## src/rtl/afr_pkg.sv

```systemverilog
// package for the adc and fifo readback register bank
// assumes one 250 mhz clock and a 16-bit register read port
package afr_pkg;

  // ***********************************************************
  // widths and depths
  // ***********************************************************
  localparam int DATA_W   = 16;
  localparam int ADDR_W   = 8;
  localparam int RESULT_W = 12;
  localparam int CHAR_W   = 8;
  localparam int ENTRY_W  = 9;   // parity bit above the character
  localparam int RX_DEPTH = 32;
  localparam int LEVEL_W  = 6;   // occupancy 0 to 32
  localparam int SET_W    = 4;

  // ***********************************************************
  // register offsets
  // ***********************************************************
  localparam logic [7:0] OFS_ANALOG_PIN_0_RESULT  = 8'h24;
  localparam logic [7:0] OFS_ANALOG_PIN_1_RESULT  = 8'h25;
  localparam logic [7:0] OFS_TEMP_RESULT  = 8'h26;
  localparam logic [7:0] OFS_DIAG_RESULT  = 8'h27;
  localparam logic [7:0] OFS_CMP_OFFSET   = 8'h28;
  localparam logic [7:0] OFS_RX_READ_PORT = 8'h2a;
  localparam logic [7:0] OFS_FIFO_VIEW    = 8'h2b;
  localparam logic [7:0] OFS_DAC_CODE     = 8'h2c;

  // ***********************************************************
  // field positions
  // ***********************************************************
  localparam int RX_LEVEL_LSB = 12;
  localparam int RX_ABOVE_BIT = 11;
  localparam int RX_FULL_BIT  = 10;
  localparam int RX_EMPTY_BIT = 9;
  localparam int PARITY_BIT   = 8;
  localparam int TX_LEVEL_LSB = 4;
  localparam int TX_BELOW_BIT = 3;
  localparam int TX_FULL_BIT  = 2;
  localparam int TX_EMPTY_BIT = 1;

  // ***********************************************************
  // reset values and timing
  // ***********************************************************
  localparam logic [15:0] RST_RESULT    = 16'h0000;
  localparam logic [15:0] RST_RX_PORT   = 16'h0200;
  localparam logic [15:0] RST_FIFO_VIEW = 16'h0202;
  localparam int          READ_LATENCY  = 1;  // cycles strobe to data

endpackage : afr_pkg

```

## src/rtl/afr_readback_regs.sv

```systemverilog
// readback register bank: adc results, receive fifo port, fifo view
// assumes a parallel read port decoded from the serial frame upstream
//
// Summary of operation
// - pin results in bits 11-0 each
// - latest temperature result in bits 11-0
// - diagnostic mux result in bits 11-0
// - measured comparator offset in bits 11-0
// - bypass replaces offset used, not reported
// - read port 15-12 shows pre-dequeue level halved
// - read port bit 11 above threshold
// - bits 10,9 full and empty, empty resets one
// - bit 8 returns received odd parity
// - bits 7-0 return head character
// - reads only when uart disable is one
// - status view never enqueues or dequeues
// - status view leaves sticky bits alone
// - status 15-12 receive occupancy halved
// - status 11-9 above, full, empty
// - status 7-4 transmit occupancy halved
// - status bit 3 transmit below threshold
// - status bits 2,1 transmit full, empty
// - bits 15-0 applied dac code
`timescale 1ns/1ns
module afr_readback_regs (
  input  wire logic                          mclk_in,
  input  wire logic                          rst_in,
  // register read port
  input  wire logic                          rd_strobe_in,
  input  wire logic [afr_pkg::ADDR_W-1:0]    rd_addr_in,
  output logic      [afr_pkg::DATA_W-1:0]    rd_data_out,
  output logic                               rd_valid_out,
  // conversion results
  input  wire logic                          pin0_load_in,
  input  wire logic [afr_pkg::RESULT_W-1:0]  pin0_result_in,
  input  wire logic                          pin1_load_in,
  input  wire logic [afr_pkg::RESULT_W-1:0]  pin1_result_in,
  input  wire logic                          temp_load_in,
  input  wire logic [afr_pkg::RESULT_W-1:0]  temp_result_in,
  input  wire logic                          diag_load_in,
  input  wire logic [afr_pkg::RESULT_W-1:0]  diag_result_in,
  input  wire logic                          offset_load_in,
  input  wire logic [afr_pkg::RESULT_W-1:0]  offset_measured_in,
  // offset bypass control
  input  wire logic                          offset_bypass_enable_in,
  input  wire logic [afr_pkg::RESULT_W-1:0]  bypass_data_in,
  output logic      [afr_pkg::RESULT_W-1:0]  offset_applied_out,
  // modem receive side
  input  wire logic                          uart_disable_in,
  input  wire logic [afr_pkg::CHAR_W-1:0]    rx_char_in,
  input  wire logic                          rx_parity_in,
  input  wire logic                          rx_valid_in,
  output logic                               rx_ready_out,
  input  wire logic [afr_pkg::SET_W-1:0]     rx_level_set_in,
  // modem transmit fifo, viewed passively
  input  wire logic [afr_pkg::LEVEL_W-1:0]   tx_level_in,
  input  wire logic                          tx_full_in,
  input  wire logic                          tx_empty_in,
  input  wire logic [afr_pkg::SET_W-1:0]     tx_level_set_in,
  // dac code
  input  wire logic [afr_pkg::DATA_W-1:0]    dac_code_in
);

  // ***********************************************************
  // helper functions
  // ***********************************************************

  // widens a 12-bit result; reserved bits 15-12 read zero
  function automatic logic [afr_pkg::DATA_W-1:0] widen_result(
    input logic [afr_pkg::RESULT_W-1:0] value
  );
    widen_result = {{(afr_pkg::DATA_W-afr_pkg::RESULT_W){1'b0}}, value};
  endfunction : widen_result

  // receive flags in bits 15-9, shared by read port and view
  function automatic logic [afr_pkg::DATA_W-1:0] rx_flags(
    input logic [afr_pkg::LEVEL_W-1:0] level,
    input logic [afr_pkg::SET_W-1:0]   level_set
  );
    logic [afr_pkg::DATA_W-1:0] word;
    word = '0;
    word[afr_pkg::RX_LEVEL_LSB +: 4] = level[4:1];
    word[afr_pkg::RX_ABOVE_BIT] =
      (level > {1'b0, level_set, 1'b1});
    word[afr_pkg::RX_FULL_BIT] =
      (level == afr_pkg::LEVEL_W'(afr_pkg::RX_DEPTH));
    word[afr_pkg::RX_EMPTY_BIT] = (level == '0);
    rx_flags = word;
  endfunction : rx_flags

  // ***********************************************************
  // declarations
  // ***********************************************************
  logic [afr_pkg::RESULT_W-1:0] pin0_value;
  logic [afr_pkg::RESULT_W-1:0] pin1_value;
  logic [afr_pkg::RESULT_W-1:0] temp_value;
  logic [afr_pkg::RESULT_W-1:0] diag_value;
  logic [afr_pkg::RESULT_W-1:0] offset_value;
  logic [afr_pkg::ENTRY_W-1:0]  rx_head;
  logic                         rx_head_valid;
  logic [afr_pkg::LEVEL_W-1:0]  rx_level;
  logic                         rx_pop;
  logic                         rx_port_hit;
  logic [afr_pkg::DATA_W-1:0]   rd_data_next;
  logic [afr_pkg::DATA_W-1:0]   rx_port_word;
  logic [afr_pkg::DATA_W-1:0]   view_word;
  logic [afr_pkg::ENTRY_W-1:0]  last_char_reg;

  // ***********************************************************
  // conversion result holders
  // ***********************************************************

  // each channel keeps its own latest result
  afr_result_hold u_pin0 (
    .mclk_in   (mclk_in),
    .rst_in    (rst_in),
    .load_in   (pin0_load_in),
    .data_in   (pin0_result_in),
    .value_out (pin0_value)
  );

  afr_result_hold u_pin1 (
    .mclk_in   (mclk_in),
    .rst_in    (rst_in),
    .load_in   (pin1_load_in),
    .data_in   (pin1_result_in),
    .value_out (pin1_value)
  );

  afr_result_hold u_temp (
    .mclk_in   (mclk_in),
    .rst_in    (rst_in),
    .load_in   (temp_load_in),
    .data_in   (temp_result_in),
    .value_out (temp_value)
  );

  afr_result_hold u_diag (
    .mclk_in   (mclk_in),
    .rst_in    (rst_in),
    .load_in   (diag_load_in),
    .data_in   (diag_result_in),
    .value_out (diag_value)
  );

  // the measured offset is stored untouched by the bypass
  afr_result_hold u_offset (
    .mclk_in   (mclk_in),
    .rst_in    (rst_in),
    .load_in   (offset_load_in),
    .data_in   (offset_measured_in),
    .value_out (offset_value)
  );

  // ***********************************************************
  // offset applied to conversions
  // ***********************************************************

  // bypass only swaps what the converter uses, never the readback
  always_ff @(posedge mclk_in)
  begin
    if (rst_in)
      offset_applied_out <= '0;
    else if (offset_bypass_enable_in)
      offset_applied_out <= bypass_data_in;
    else
      offset_applied_out <= offset_value;
  end

  // ***********************************************************
  // receive fifo
  // ***********************************************************

  // modem is stalled by rx_ready_out when all 32 entries are used
  afr_sync_fifo #(
    .WIDTH (afr_pkg::ENTRY_W),
    .DEPTH (afr_pkg::RX_DEPTH)
  ) u_rx_fifo (
    .mclk_in       (mclk_in),
    .rst_in        (rst_in),
    .in_data_in    ({rx_parity_in, rx_char_in}),
    .in_valid_in   (rx_valid_in),
    .in_ready_out  (rx_ready_out),
    .out_data_out  (rx_head),
    .out_valid_out (rx_head_valid),
    .out_ready_in  (rx_pop),
    .count_out     (rx_level)
  );

  // ***********************************************************
  // read decode and dequeue
  // ***********************************************************

  // a read of the port only counts with the uart path disabled
  assign rx_port_hit = rd_strobe_in
                    && (rd_addr_in == afr_pkg::OFS_RX_READ_PORT);
  assign rx_pop      = rx_port_hit && uart_disable_in;

  // the last dequeued character is repeated once the fifo drains;
  // before any arrival it is whatever reset left, i.e. zero
  always_ff @(posedge mclk_in)
  begin
    if (rst_in)
      last_char_reg <= '0;
    else if (rx_pop && rx_head_valid)
      last_char_reg <= rx_head;
  end

  // ***********************************************************
  // word assembly
  // ***********************************************************

  // flags use the occupancy seen before this read's dequeue
  always_comb
  begin
    rx_port_word = rx_flags(rx_level, rx_level_set_in);
    if (rx_head_valid)
    begin
      rx_port_word[afr_pkg::PARITY_BIT] =
        rx_head[afr_pkg::CHAR_W];
      rx_port_word[afr_pkg::CHAR_W-1:0] =
        rx_head[afr_pkg::CHAR_W-1:0];
    end
    else
    begin
      rx_port_word[afr_pkg::PARITY_BIT] =
        last_char_reg[afr_pkg::CHAR_W];
      rx_port_word[afr_pkg::CHAR_W-1:0] =
        last_char_reg[afr_pkg::CHAR_W-1:0];
    end
  end

  // passive view: built from live counts only, no side effects
  always_comb
  begin
    view_word = rx_flags(rx_level, rx_level_set_in);
    view_word[afr_pkg::TX_LEVEL_LSB +: 4] =
      tx_level_in[4:1];
    view_word[afr_pkg::TX_BELOW_BIT] =
      (tx_level_in < {1'b0, tx_level_set_in, 1'b0});
    view_word[afr_pkg::TX_FULL_BIT]  = tx_full_in;
    view_word[afr_pkg::TX_EMPTY_BIT] = tx_empty_in;
  end

  // ***********************************************************
  // read data mux
  // ***********************************************************

  // unmapped offsets, 0x29 among them, read as zero
  always_comb
  begin
    if (rd_addr_in == afr_pkg::OFS_ANALOG_PIN_0_RESULT)
      rd_data_next = widen_result(pin0_value);
    else if (rd_addr_in == afr_pkg::OFS_ANALOG_PIN_1_RESULT)
      rd_data_next = widen_result(pin1_value);
    else if (rd_addr_in == afr_pkg::OFS_TEMP_RESULT)
      rd_data_next = widen_result(temp_value);
    else if (rd_addr_in == afr_pkg::OFS_DIAG_RESULT)
      rd_data_next = widen_result(diag_value);
    else if (rd_addr_in == afr_pkg::OFS_CMP_OFFSET)
      rd_data_next = widen_result(offset_value);
    else if (rd_addr_in == afr_pkg::OFS_RX_READ_PORT)
      rd_data_next = uart_disable_in ? rx_port_word
                                     : rd_data_out;
    else if (rd_addr_in == afr_pkg::OFS_FIFO_VIEW)
      rd_data_next = view_word;
    else if (rd_addr_in == afr_pkg::OFS_DAC_CODE)
      rd_data_next = dac_code_in;
    else
      rd_data_next = '0;
  end

  // ***********************************************************
  // read response registers
  // ***********************************************************

  // data stands until the next accepted read; an ignored port
  // read keeps the old word and leaves the fifo untouched
  always_ff @(posedge mclk_in)
  begin
    if (rst_in)
      rd_data_out <= afr_pkg::RST_RX_PORT;
    else if (rd_strobe_in)
      rd_data_out <= rd_data_next;
  end

  // one-cycle acknowledge, also given for ignored reads so the
  // serial framer never waits on a refused access
  always_ff @(posedge mclk_in)
  begin
    if (rst_in)
      rd_valid_out <= 1'b0;
    else
      rd_valid_out <= rd_strobe_in;
  end

endmodule : afr_readback_regs

```

## src/rtl/afr_result_hold.sv

```systemverilog
// holds one 12-bit conversion result, loaded by a strobe
// assumes the strobe and data are synchronous to mclk_in
`timescale 1ns/1ns
module afr_result_hold (
  input  wire logic                         mclk_in,
  input  wire logic                         rst_in,
  input  wire logic                         load_in,
  input  wire logic [afr_pkg::RESULT_W-1:0] data_in,
  output logic      [afr_pkg::RESULT_W-1:0] value_out
);
  // latest conversion wins; no history is kept
  always_ff @(posedge mclk_in)
  begin
    if (rst_in)
      value_out <= afr_pkg::RST_RESULT[afr_pkg::RESULT_W-1:0];
    else if (load_in)
      value_out <= data_in;
  end

endmodule : afr_result_hold

```

## src/rtl/afr_sync_fifo.sv

```systemverilog
// synchronous fifo with valid/ready on both sides and a live count
// assumes one clock and a synchronous active-high reset
`timescale 1ns/1ns
module afr_sync_fifo #(
  parameter int WIDTH = 9,
  parameter int DEPTH = 32
) (
  input  wire logic                       mclk_in,
  input  wire logic                       rst_in,
  input  wire logic [WIDTH-1:0]           in_data_in,
  input  wire logic                       in_valid_in,
  output logic                            in_ready_out,
  output logic [WIDTH-1:0]                out_data_out,
  output logic                            out_valid_out,
  input  wire logic                       out_ready_in,
  output logic [$clog2(DEPTH+1)-1:0]      count_out
);
  localparam int PW = $clog2(DEPTH);
  localparam int CW = $clog2(DEPTH+1);

  logic [WIDTH-1:0] mem [DEPTH];
  logic [PW-1:0]    wr_ptr_reg;
  logic [PW-1:0]    rd_ptr_reg;
  logic [CW-1:0]    count_reg;
  logic             push;
  logic             pop;

  // full and empty come straight from the count
  assign in_ready_out  = (count_reg != CW'(DEPTH));
  assign out_valid_out = (count_reg != '0);
  assign out_data_out  = mem[rd_ptr_reg];
  assign count_out     = count_reg;
  assign push          = in_valid_in && in_ready_out;
  assign pop           = out_ready_in && out_valid_out;

  // storage has no reset: contents are undefined until written
  always_ff @(posedge mclk_in)
  begin
    if (push)
    begin
      mem[wr_ptr_reg] <= in_data_in;
    end
  end

  // pointers wrap naturally since depth is a power of two
  always_ff @(posedge mclk_in)
  begin
    if (rst_in)
    begin
      wr_ptr_reg <= '0;
      rd_ptr_reg <= '0;
      count_reg  <= '0;
    end
    else
    begin
      if (push)
        wr_ptr_reg <= wr_ptr_reg + PW'(1);
      if (pop)
        rd_ptr_reg <= rd_ptr_reg + PW'(1);
      if (push && !pop)
        count_reg <= count_reg + CW'(1);
      else if (pop && !push)
        count_reg <= count_reg - CW'(1);
    end
  end

endmodule : afr_sync_fifo

```

## config.mk

```make
export PLATFORM = sky130hd
export DESIGN_NAME = afr_readback_regs
export DESIGN_NICKNAME = d
export VERILOG_FILES = /design/src/rtl/afr_pkg.sv /design/src/rtl/afr_readback_regs.sv /design/src/rtl/afr_result_hold.sv /design/src/rtl/afr_sync_fifo.sv
export SDC_FILE = /design/constraint.sdc
export NUM_CORES = 1
export LEC_CHECK = 0
export BUFFER_PORTS_ARGS = -buffer_cell sky130_fd_sc_hd__buf_2
export CELL_PAD_IN_SITES_DETAIL_PLACEMENT = 0
export CELL_PAD_IN_SITES_GLOBAL_PLACEMENT = 1
export CORE_ASPECT_RATIO = 1.25
export CORE_MARGIN = 2
export CORE_UTILIZATION = 45
export CTS_BUF_LIST = sky130_fd_sc_hd__clkbuf_2 sky130_fd_sc_hd__clkbuf_4 sky130_fd_sc_hd__clkbuf_8
export CTS_CLUSTER_DIAMETER = 120
export DETAILED_ROUTE_END_ITERATION = 6
export GPL_TIMING_DRIVEN = 1
export PLACE_DENSITY = 0.83
export SLEW_MARGIN = 10
export SYNTH_ARGS = -nofsm -noshare
export SYNTH_HDL_FRONTEND = slang
export SYNTH_HIERARCHICAL = 1
export SYNTH_SLANG_ARGS = --single-unit
```

## constraint.sdc

```tcl
create_clock -name mclk_in -period 3.9 [get_ports mclk_in]
set_clock_uncertainty 0.15 [all_clocks]
set_input_delay 0.39 -clock mclk_in [delete_from_list [all_inputs] [get_ports mclk_in]]
set_output_delay 0.39 -clock mclk_in [all_outputs]
set_load 0.02 [all_outputs]
```

==> impl_results.md, run 1 <==
- Status: finished, final reports clean
- Antenna violations before repair: 2
- Initial Util: 45.7%
- Area delta synth->final: 19.2%
- Mapped Area: 17,000 um2
- Synth cell count leaders: edfxtp_1, mux2i_1, nor2_1
- IO Count: 162
- RSZ-0062 raised after global routing: false
- Worst Hold End: rd_data_out[8]
- Final GP Congestion: 0.839
- Number of global-route vias before repair: 11,100
- Critical path startpoint category: register
- Die width: 178 um
- Clk pin slew, worst setup/hold paths: 0.06 ns
- Reg2Reg Setup Slack: 0.47 ns
- Clock sink count: 407
- Height of the die: 221 um
- Root buffer cell: clkbuf_8
- Slew HR: 35.6%
- Top flop regs: u_rx_fifo/mem x288, rd_data_out x16
- Worst r2r src: u_rx_fifo/count_out[0]
- Final min period: 3.43 ns
- Crit-path slowest cell: or4_4
- Yosys top cell area share: 50.8%
- Peak supply drop: 267 uV
- Total track usage: 20.5%
- Distinct cells, synth: 71
- Yosys warns: 6
- Worst-Skew Late Latency: 0.63 ns
- Fin. Hold Viols: 0
- DP Area: 18,300 um2
- HP Start: dac_code_in[8]
- Worst-path maximum fanout: 8
- Worst-path cell chain: or4_4 > o31a_1 > ha_1 > inv_1 > ha_1 > and3_2 > a2111oi_0 > o22ai_1 > nand3_1
- Syn Nets: 1,329
- PwrDens: 453 nW/um2
- Number of synthesized flops with an enable pin: 288
- Global-route wire length before repair: 61.5 mm
- Number of flip-flops in the largest register: 288
- Crit path launch: u_rx_fifo/count_out[0]
- Type of the most critical hold path: primary input to register
- Nets: 1,588
- Design Area, Final: 20,300 um2
- Max Slew Vio Count: 0
- Pre-Repair DR Iteration Count: 5
- Wirelength, routed: 40.6 mm
- F_max: 292 MHz
- Clock buffer count from CTS: 59
- Port Buffer Count: 160
- FILL cells: 2,998
- CP dominant cell by count: ha_1
- DRC errors left: 0
- CP Class: register to register
- Pin count of the biggest net entering global routing: 69
- Post-synthesis cell count: 1,178
- Initial DRC count: 945
- Area leader, netlist: edfxtp_1
- Dominant cells by area after synthesis: edfxtp_1, dfxtp_1, mux2i_1
- Share of layout cells above drive strength 1: 22.7%
- Full die area: 39,400 um2
- Core Region: 37,300 um2
- P_leak: 0.00740 uW
- Critical Path RT: 4.32 ns
- Synth async-reset ratio: 0%
- Biggest register: u_rx_fifo/mem
- DR vias/cell: 5.50
- Bufs on Longest Clock Path: 3
- Routed len/inst: 20.6 um
- Sequential area share after synthesis: 64.8%
- #FFs+latches synth: 407
- Remaining antenna violation count: 0
- H-tree Lvls: 2
- Setup Viol. Count Final: 0
- Prevailing post-synth register cell: edfxtp_1
- GRT overflow: 0
- # rows: 79
- Vias: 10,900
- Post-DP HPWL: 27.5 mm
- Length in cells of the worst reg-to-reg path: 9
- Hold Crit Depth: 4
- R2R Path End: u_rx_fifo/count_out[5]
- Max Cap Viol: 0
- Final Cycle Share: 87.9%
- CP endpoint kind: register
- Setup TNS: 0 ns
- CTS tree: built
- Worst-Margin Slew: 0.963 ns
- Slowest stage delay, CP: 0.63 ns
- Most frequent cell after synthesis: edfxtp_1
- Syn avg cell area: 14.4 um2
- Arrival @ worst endpoint: 3.85 ns
worst max-delay path by stage:
stage                                  end  slack (ns)
finish              u_rx_fifo/count_out[5]        0.47
global route                rd_data_out[4]        0.32
CTS                         rd_data_out[3]        0.47
detailed placement  u_rx_fifo/count_out[5]        0.27
global placement    u_rx_fifo/count_out[5]        0.34
floorplan           u_rx_fifo/count_out[5]        0.75
logic make-up (layout without fill, tap and decap cells):
family,after synthesis,after routing,synth area share [%]
flip-flops,407,407,64.8
AND/OR/NAND/NOR,287,287,7.97
multiplexers,216,216,15.6
AO/OA/AOI/OAI,155,155,7.15
buffers and inverters,85,393,2.54
adder cells (fa/ha/maj),19,19,1.44
XOR/XNOR,9,9,0.463
other,0,2,0
metrics by stage:
step | instances | worst slack (ns) | util [%] | power (uW) | hold slack (ns)
4_1_cts | 1972 | 0.467 | 54.4 | 9260 | 0.0480
3_3_place_gp | 1784 | 0.342 | 49.1 | 5820 | 0.323
2_1_floorplan | 1178 | 0.754 | - | 5520 | 0.305
3_5_place_dp | 1784 | 0.271 | 49.1 | 5850 | 0.323
6_report | 1974 | 0.473 | 54.4 | 9180 | 0.0858
5_1_grt | 1974 | 0.318 | 54.4 | 9530 | 0.0879
area by class of cell:
| type | instances | area, um2 | share of cell area (%) |
|---|---|---|---|
| clock buffers | 76 | 940 | 4.63 |
| multi-input cells | 686 | 5550 | 27.4 |
| clock inverters | 34 | 240 | 1.18 |
| flip-flops and latches | 407 | 11000 | 54.4 |
| diodes | 2 | 5.00 | 0.0247 |
| well taps | 486 | 608 | 3.00 |
| repair buffers | 267 | 1840 | 9.07 |
| inverters | 16 | 60.1 | 0.296 |
where the power goes:
part           switching [uW]  leakage (uW)  internal, uW
sequential               73.1       0.00357          4750
clock                    1570      0.000624          1780
combinational             588       0.00320           417
total                    2230       0.00740          6950
repair_timing:
action | in CTS | in global routing
buffers inserted | 0 | 0
hold endpoints to repair | 78 | 0
gates resized for setup | 0 | 0
hold buffers | 78 | 0
critical path: cells and delay by family (launching register included):
family,cells,cell delay [ns]
AND/OR/NAND/NOR,3,0.94
buffers and inverters,1,0.23
flip-flops,1,0.38
adder cells (fa/ha/maj),2,0.64
AO/OA/AOI/OAI,3,1.03
layer usage:
metal,up-vias,part of all wire [%],GRT usage (%)
li1,5052,-,-
met1,5318,39,23.8
met2,388,51,36.0
met3,92,6.1,3.63
met4,0,4.6,10.5
met5,-,0,0
cell usage in the layout, fill, tap and decap left out, drive strengths merged, types with 3 or more instances in the layout:
cell           n
a2111oi        5
a211oi         6
a21o           3
a21oi         18
a221o          3
a221oi        13
a222oi         4
a22o          13
a22oi         39
a2bb2oi        3
and3           5
buf          189
bufinv         3
clkbuf        76
clkinv        29
dfxtp        119
dlygate4sd3   78
edfxtp       288
ha            18
inv           17
mux2i        175
mux4          39
nand2         18
nand2b         9
nand3         37
nand3b        10
nor2         159
nor2b         10
nor3          13
nor4           7
o21a           3
o21ai         12
o221ai         3
o22ai          7
o311ai         3
o31ai         10
or3            3
or4            3
xor2           8
Note: power is estimated with default switching activity, not from simulation.
==> run 2: changes to the inputs <==
- BUFFER_PORTS_ARGS: -buffer_cell sky130_fd_sc_hd__buf_2 -> unset
- CORE_UTILIZATION: 45 -> 55
- DONT_BUFFER_PORTS: unset -> 1
- PLACE_DENSITY: 0.83 -> 0.91
==> run 2 against run 1 <==
Sequential power barely moved. Power fell by 1.7%. Via count rose by 0.19%. Maximum frequency fell by 0.97%. Flip-flop and latch count did not move. Critical path type unchanged. Critical endpoint unchanged. Largest cell class unchanged. Highest routed layer is now met5.
==> impl_results.md, run 2 (synthesis results as in run 1) <==
- CP endpoint kind: register
- Final min period: 3.46 ns (+0.0335 ns)
- Length in cells of the worst reg-to-reg path: 9 (unchanged)
- Setup WS post-layout: 0.439 ns (-0.0335 ns)
- Worst-Margin Slew: 1.25 ns (+0.290 ns)
- Critical path startpoint category: register
- Worst-path cell chain: or4_4 > o31a_1 > ha_1 > inv_1 > ha_1 > and3_2 > a2111oi_0 > o22ai_1 > nand3_1
- Peak supply drop: 222 uV (-17%)
- DRC errors left: 0 (unchanged)
- Status: finished, final reports clean
- Slew HR: 16.2% (-19 points)
- Full die area: 32,400 um2 (-18%)
- Top flop regs: u_rx_fifo/mem x288, rd_data_out x16
- Vias: 10,900 (+0.19%)
- PwrDens: 446 nW/um2 (-1.5%)
- Number of flip-flops in the largest register: 288 (unchanged)
- Setup Viol. Count Final: 0 (unchanged)
- Area delta synth->final: 19.0%
- Commonest non-fill, non-tap cell in the layout: edfxtp_1
- Die width: 161 um (-9.3%)
- HP Start: rd_addr_in[3]
- Initial Util: 55.4% (+9.7 points)
- Worst-Skew Late Latency: 0.61 ns (-0.02 ns)
- Most frequent cells in the layout: edfxtp_1, mux2i_1, dlygate4sd3_1
- Remaining antenna violation count: 0 (unchanged)
- Core Region: 30,700 um2 (-18%)
- Bufs on Longest Clock Path: 3 (unchanged)
- Global-route wire length before repair: 62.1 mm (+1.0%)
- P_leak: 0.00702 uW (-5.2%)
- Reg2Reg Setup Slack: 0.44 ns (-0.03 ns)
- Post-DP HPWL: 25.5 mm (-7.2%)
- Pre-Repair DR Iteration Count: 6 (+1)
- Type of the most critical hold path: primary input to register
- Hold_ws: 0.0513 ns (-0.0345 ns)
- Antenna violations before repair: 3 (+1)
- RSZ-0062 raised after global routing: false
- Root buffer cell: clkbuf_8
- Final Cycle Share: 88.7% (+0.86 points)
- Max Slew Vio Count: 0 (unchanged)
- Port Buffer Count: 0 (-100%)
- CP dominant cell by count: ha_1
- Clk pin slew, worst setup/hold paths: 0.07 ns (about the same)
- Clock buffer count from CTS: 57 (-3.4%)
- GRT overflow: 0 (unchanged)
- Worst Hold End: rd_data_out[3]
- R2R Path End: u_rx_fifo/count_out[5]
- Slowest stage delay, CP: 0.61 ns (-0.02 ns)
- Fin. Hold Viols: 0 (unchanged)
- CTS tree: built
- Wirelength, routed: 41.6 mm (+2.5%)
- Share of layout cells above drive strength 1: 12.3% (-10 points)
- CP Class: register to register
- H-tree Lvls: 2 (unchanged)
- Height of the die: 201 um (-9.4%)
- Biggest register: u_rx_fifo/mem
- Initial DRC count: 1,222 (+29%)
- Final GP Congestion: 0.870 (+3.7%)
- # rows: 72 (-8.9%)
- FILL cells: 2,116 (-29%)
- Worst r2r src: u_rx_fifo/count_out[1]
- Total track usage: 25.3% (+4.8 points)
- Routed len/inst: 22.9 um (+11%)
- Crit-path slowest cell: or4_4
- F_max: 289 MHz (-0.97%)
- Critical Path RT: 4.30 ns (-0.02 ns)
- Setup TNS: 0 ns (unchanged)
- Dpl ws: 0.239 ns (-0.0322 ns)
- Nets: 1,511 (-4.8%)
- Number of global-route vias before repair: 10,900 (-1.5%)
- IO Count: 162 (unchanged)
- Arrival @ worst endpoint: 3.86 ns (about the same)
- Pin count of the biggest net entering global routing: 128 (+86%)
- Worst-path maximum fanout: 8 (unchanged)
- Clock sink count: 407 (unchanged)
- Max Cap Viol: 0 (unchanged)
- DR vias/cell: 5.99 (+9.0%)
- Hold Crit Depth: 4 (unchanged)
## run 2: cell types whose count changed in the layout (fill, tap and decap cells not counted)
cell and change:
bufinv_16 -2, dfxtp_2 -1, buf_12 +5, clkbuf_8 +1, buf_16 +1, clkinv_1 -2, clkinv_2 -2, dlygate4sd3_1 +87
buf_4 -9, clkinv_8 -1, clkinvlp_4 +1, buf_2 -159, dfxtp_4 +1
## run 2: layer usage
layer / wire, um / track usage [%]
met4: 1810 / 11.9
met5: 13 / 0
met3: 3180 / 5.12
met2: 21300 / 44.5
met1: 15400 / 29.6
## run 2: worst max path at each step
stage	startpoint	cells past startpoint	end	slack, ns
4_1_cts	register	8	rd_data_out[7]	0.20
2_1_floorplan	rd_addr_in[0]	12	u_rx_fifo/count_out[5]	0.75
5_1_grt	u_rx_fifo/count_out[1]	9	u_rx_fifo/count_out[5]	0.25
3_3_place_gp	register	8	rd_data_out[7]	0.29
3_5_place_dp	register	8	rd_data_out[7]	0.24
6_report	u_rx_fifo/count_out[1]	9	u_rx_fifo/count_out[5]	0.44
## run 2: timing repair
action,4_1_cts,5_1_grt
endpoints found under the hold margin,407,0
hold buffers,171,0
setup endpoints to repair,0,1
resized for setup,0,1
buffers inserted,0,0
## run 2: area by class of cell
class | count | area, um2 | area share (%)
antenna | 2 | 5.00 | 0.0247
clock buffer | 77 | 953 | 4.71
clock inverter | 28 | 154 | 0.760
inverter | 16 | 60.1 | 0.297
multi-input combinational | 686 | 5550 | 27.4
sequential | 407 | 11000 | 54.5
tap | 407 | 509 | 2.52
timing repair buffer | 192 | 1970 | 9.75
## run 2: metrics by stage
step | instance area, um2 | utilization [%] | instances | total power [uW]
5_1_grt | 20200 | 65.9 | 1815 | 9360
6_report | 20200 | 65.9 | 1815 | 9020
4_1_cts | 20200 | 65.9 | 1813 | 9050
3_3_place_gp | 17300 | 56.5 | 1537 | 5620
3_5_place_dp | 17300 | 56.5 | 1537 | 5640
2_1_floorplan | 17000 | - | 1178 | 5520
## run 2: critical path, delay by kind of cell (launching register included)
kind            cells  cell delay (ns)
buf+inv             1             0.21
fa+ha+maj           2             0.62
compound gates      3             1.07
flops               1             0.41
simple gates        3             0.93
## run 2: power breakdown
group	internal, uW	switching, uW	leakage (uW)
registers	4750	94.6	0.00357
logic	447	529	0.00286
clock network	1660	1550	0.000585
total	6850	2170	0.00702
==> run 3: changes to the inputs <==
- CORE_UTILIZATION: 55 -> 35
- PLACE_DENSITY: 0.91 -> 0.65
==> run 3 against run 2 <==
Power is 9.5% higher. Core utilization is 22 points lower. Clock-buffer cell count increased by 15. Via count shrank 0.86%. Largest power group unchanged. Highest routed layer is now met4.
==> impl_results.md, run 3 (synthesis results as in run 1) <==
- Status: finished, final reports clean
- CP endpoint kind: register
- Setup Viol. Count Final: 0 (unchanged)
- Reg area: 11,000 um2 (about the same)
- CTS tree: built
- Clock sink count: 407 (unchanged)
- PwrDens: 468 nW/um2 (+5.1%)
- Max Cap Viol: 0 (unchanged)
- Placed insts: 1,789 (+16%)
- Worst-Skew Late Latency: 0.64 ns (+0.03 ns)
- Clock buffer count from CTS: 68 (+19%)
- Arrival @ worst endpoint: 3.93 ns (+0.07 ns)
- # rows: 90 (+25%)
- CP Class: register to register
- H-tree Lvls: 3 (+1)
- GR peak layer: met2
- Post-DP HPWL: 28.6 mm (+12%)
- Top flop regs: u_rx_fifo/mem x288, rd_data_out x16
- Area of the multi-input gates: 5550 um2 (about the same)
- Total track usage: 17.8% (-7.5 points)
- Nets: 1,540 (+1.9%)
- Final min period: 3.58 ns (+0.115 ns)
- Routed len/inst: 21.6 um (-5.7%)
- GR met1 Demand/Resource: 20.5% (-9.1 points)
- P_leak: 0.00731 uW (+4.2%)
- M2 GR Usage: 32.3% (-12 points)
- Fin. Hold Viols: 0 (unchanged)
- Pre-Repair DR Iteration Count: 5 (-1)
- DRC errors left: 0 (unchanged)
- GRT met3 Usage: 4.09% (-1.0 points)
- Number of flip-flops in the largest register: 288 (unchanged)
- DR vias/cell: 5.17 (-14%)
- Core Region: 48,200 um2 (+57%)
- Biggest register: u_rx_fifo/mem
- Remaining antenna violation count: 0 (unchanged)
- Post_cts resized: 0 (unchanged)
- Root buffer cell: clkbuf_8
- Critical path startpoint category: register
- RSZ-0062 raised after global routing: false
- GRT overflow: 0 (unchanged)
- Setup TNS: 0 ns (unchanged)
- Type of the most critical hold path: primary input to register
- Slew HR: 34.6% (+18 points)
- Max Slew Vio Count: 0 (unchanged)
- Commonest non-fill, non-tap cell in the layout: edfxtp_1
- Port Buffer Count: 0 (unchanged)
- Number of global-route vias before repair: 11,200 (+2.4%)
- Final GP Congestion: 0.856 (-1.6%)
- Global-route wire length before repair: 68.0 mm (+9.5%)
- Wirelength, routed: 45.2 mm (+8.4%)
- Antenna violations before repair: 1 (-2)
- Bufs on Longest Clock Path: 3 (unchanged)
- Post-CTS Setup Bufs: 0 (unchanged)
- Height of the die: 250 um (+25%)
- Initial DRC count: 709 (-42%)
- Full die area: 50,400 um2 (+56%)
- Pin count of the biggest net entering global routing: 128 (unchanged)
- FILL cells: 4,399 (+110%)
- Initial Util: 35.3% (-20 points)
- CTS Hold Bufs: 174 (+1.8%)
- Most frequent cells in the layout: edfxtp_1, mux2i_1, dlygate4sd3_1
- Reg2Reg Setup Slack: 0.32 ns (-0.12 ns)
- Final Cycle Share: 91.7% (+3.0 points)
- Die width: 201 um (+25%)
- Critical Path RT: 4.26 ns (-0.04 ns)
- IO Count: 162 (unchanged)
- Worst-Margin Slew: 0.978 ns (-0.276 ns)
- Clk pin slew, worst setup/hold paths: 0.06 ns (about the same)
- Peak supply drop: 197 uV (-11%)
- Share of layout cells above drive strength 1: 15.0% (+2.7 points)
- Post-Layout Cell Count: 2,086 (+15%)
- Area delta synth->final: 24.0%
- Worst-path maximum fanout: 22 (+14)
- F_max: 280 MHz (-3.2%)
- Vias: 10,800 (-0.86%)
[run 3: cell types whose count changed in the layout (fill, tap and decap cells not counted), sizes merged, moves of 3 or more]
cell	delta
buf	+19
clkbuf	+15
clkinv	-4
inv	+3
bufinv	+4
[run 3: cell type report]
| type | instances | share of cell area (%) |
|---|---|---|
| inverter | 16 | 0.285 |
| antenna | 1 | 0.0119 |
| timing repair buffer | 210 | 10.3 |
| clock inverter | 30 | 1.44 |
| multi-input combinational | 686 | 26.3 |
| clock buffer | 92 | 5.50 |
| tap | 644 | 3.82 |
| sequential | 407 | 52.3 |
[run 3: critical path: stages, from the launching register on]
cell           delay, ns
dfxtp_2             0.36
buf_4               0.39
mux4_2              0.63
a221oi_1            0.46
nand3_1             0.17
mux2i_1             0.18
a211oi_1            0.10
a21oi_1             0.13
o21bai_1            0.20
a2111oi_2           0.11
dlygate4sd3_1       0.58
[run 3: report_power, final]
group | internal, uW | switching (uW)
clock network | 2290 | 1750
registers | 4750 | 109
logic | 453 | 528
total | 7490 | 2380
[run 3: final timing paths]
check,startpoint,endpoint,cells past startpoint
setup / recovery,register,rd_data_out[8],10
setup reg to reg,register,rd_data_out[8],10
hold reg to reg,last_char_reg[5],last_char_reg[5],2
hold / removal,rst_in,u_pin0/value_out[0],2
[run 3: routing by layer]
layer	share of wire, %	vias up
li1	-	4958
met3	5.6	79
met2	53	365
met5	0	-
met4	2.5	0
met1	39	5375
[run 3: through the flow]
step	util, %	worst slack, ns	hold slack [ns]	power (uW)	cell area, um2
3_3_place_gp	36.9	0.577	0.320	5650	17800
6_report	43.8	0.324	0.0364	9870	21100
3_5_place_dp	36.9	0.535	0.325	5660	17800
5_1_grt	43.8	0.0656	0.0414	10300	21100
4_1_cts	43.8	0.222	0.0121	9990	21100
2_1_floorplan	-	0.754	0.305	5520	17000
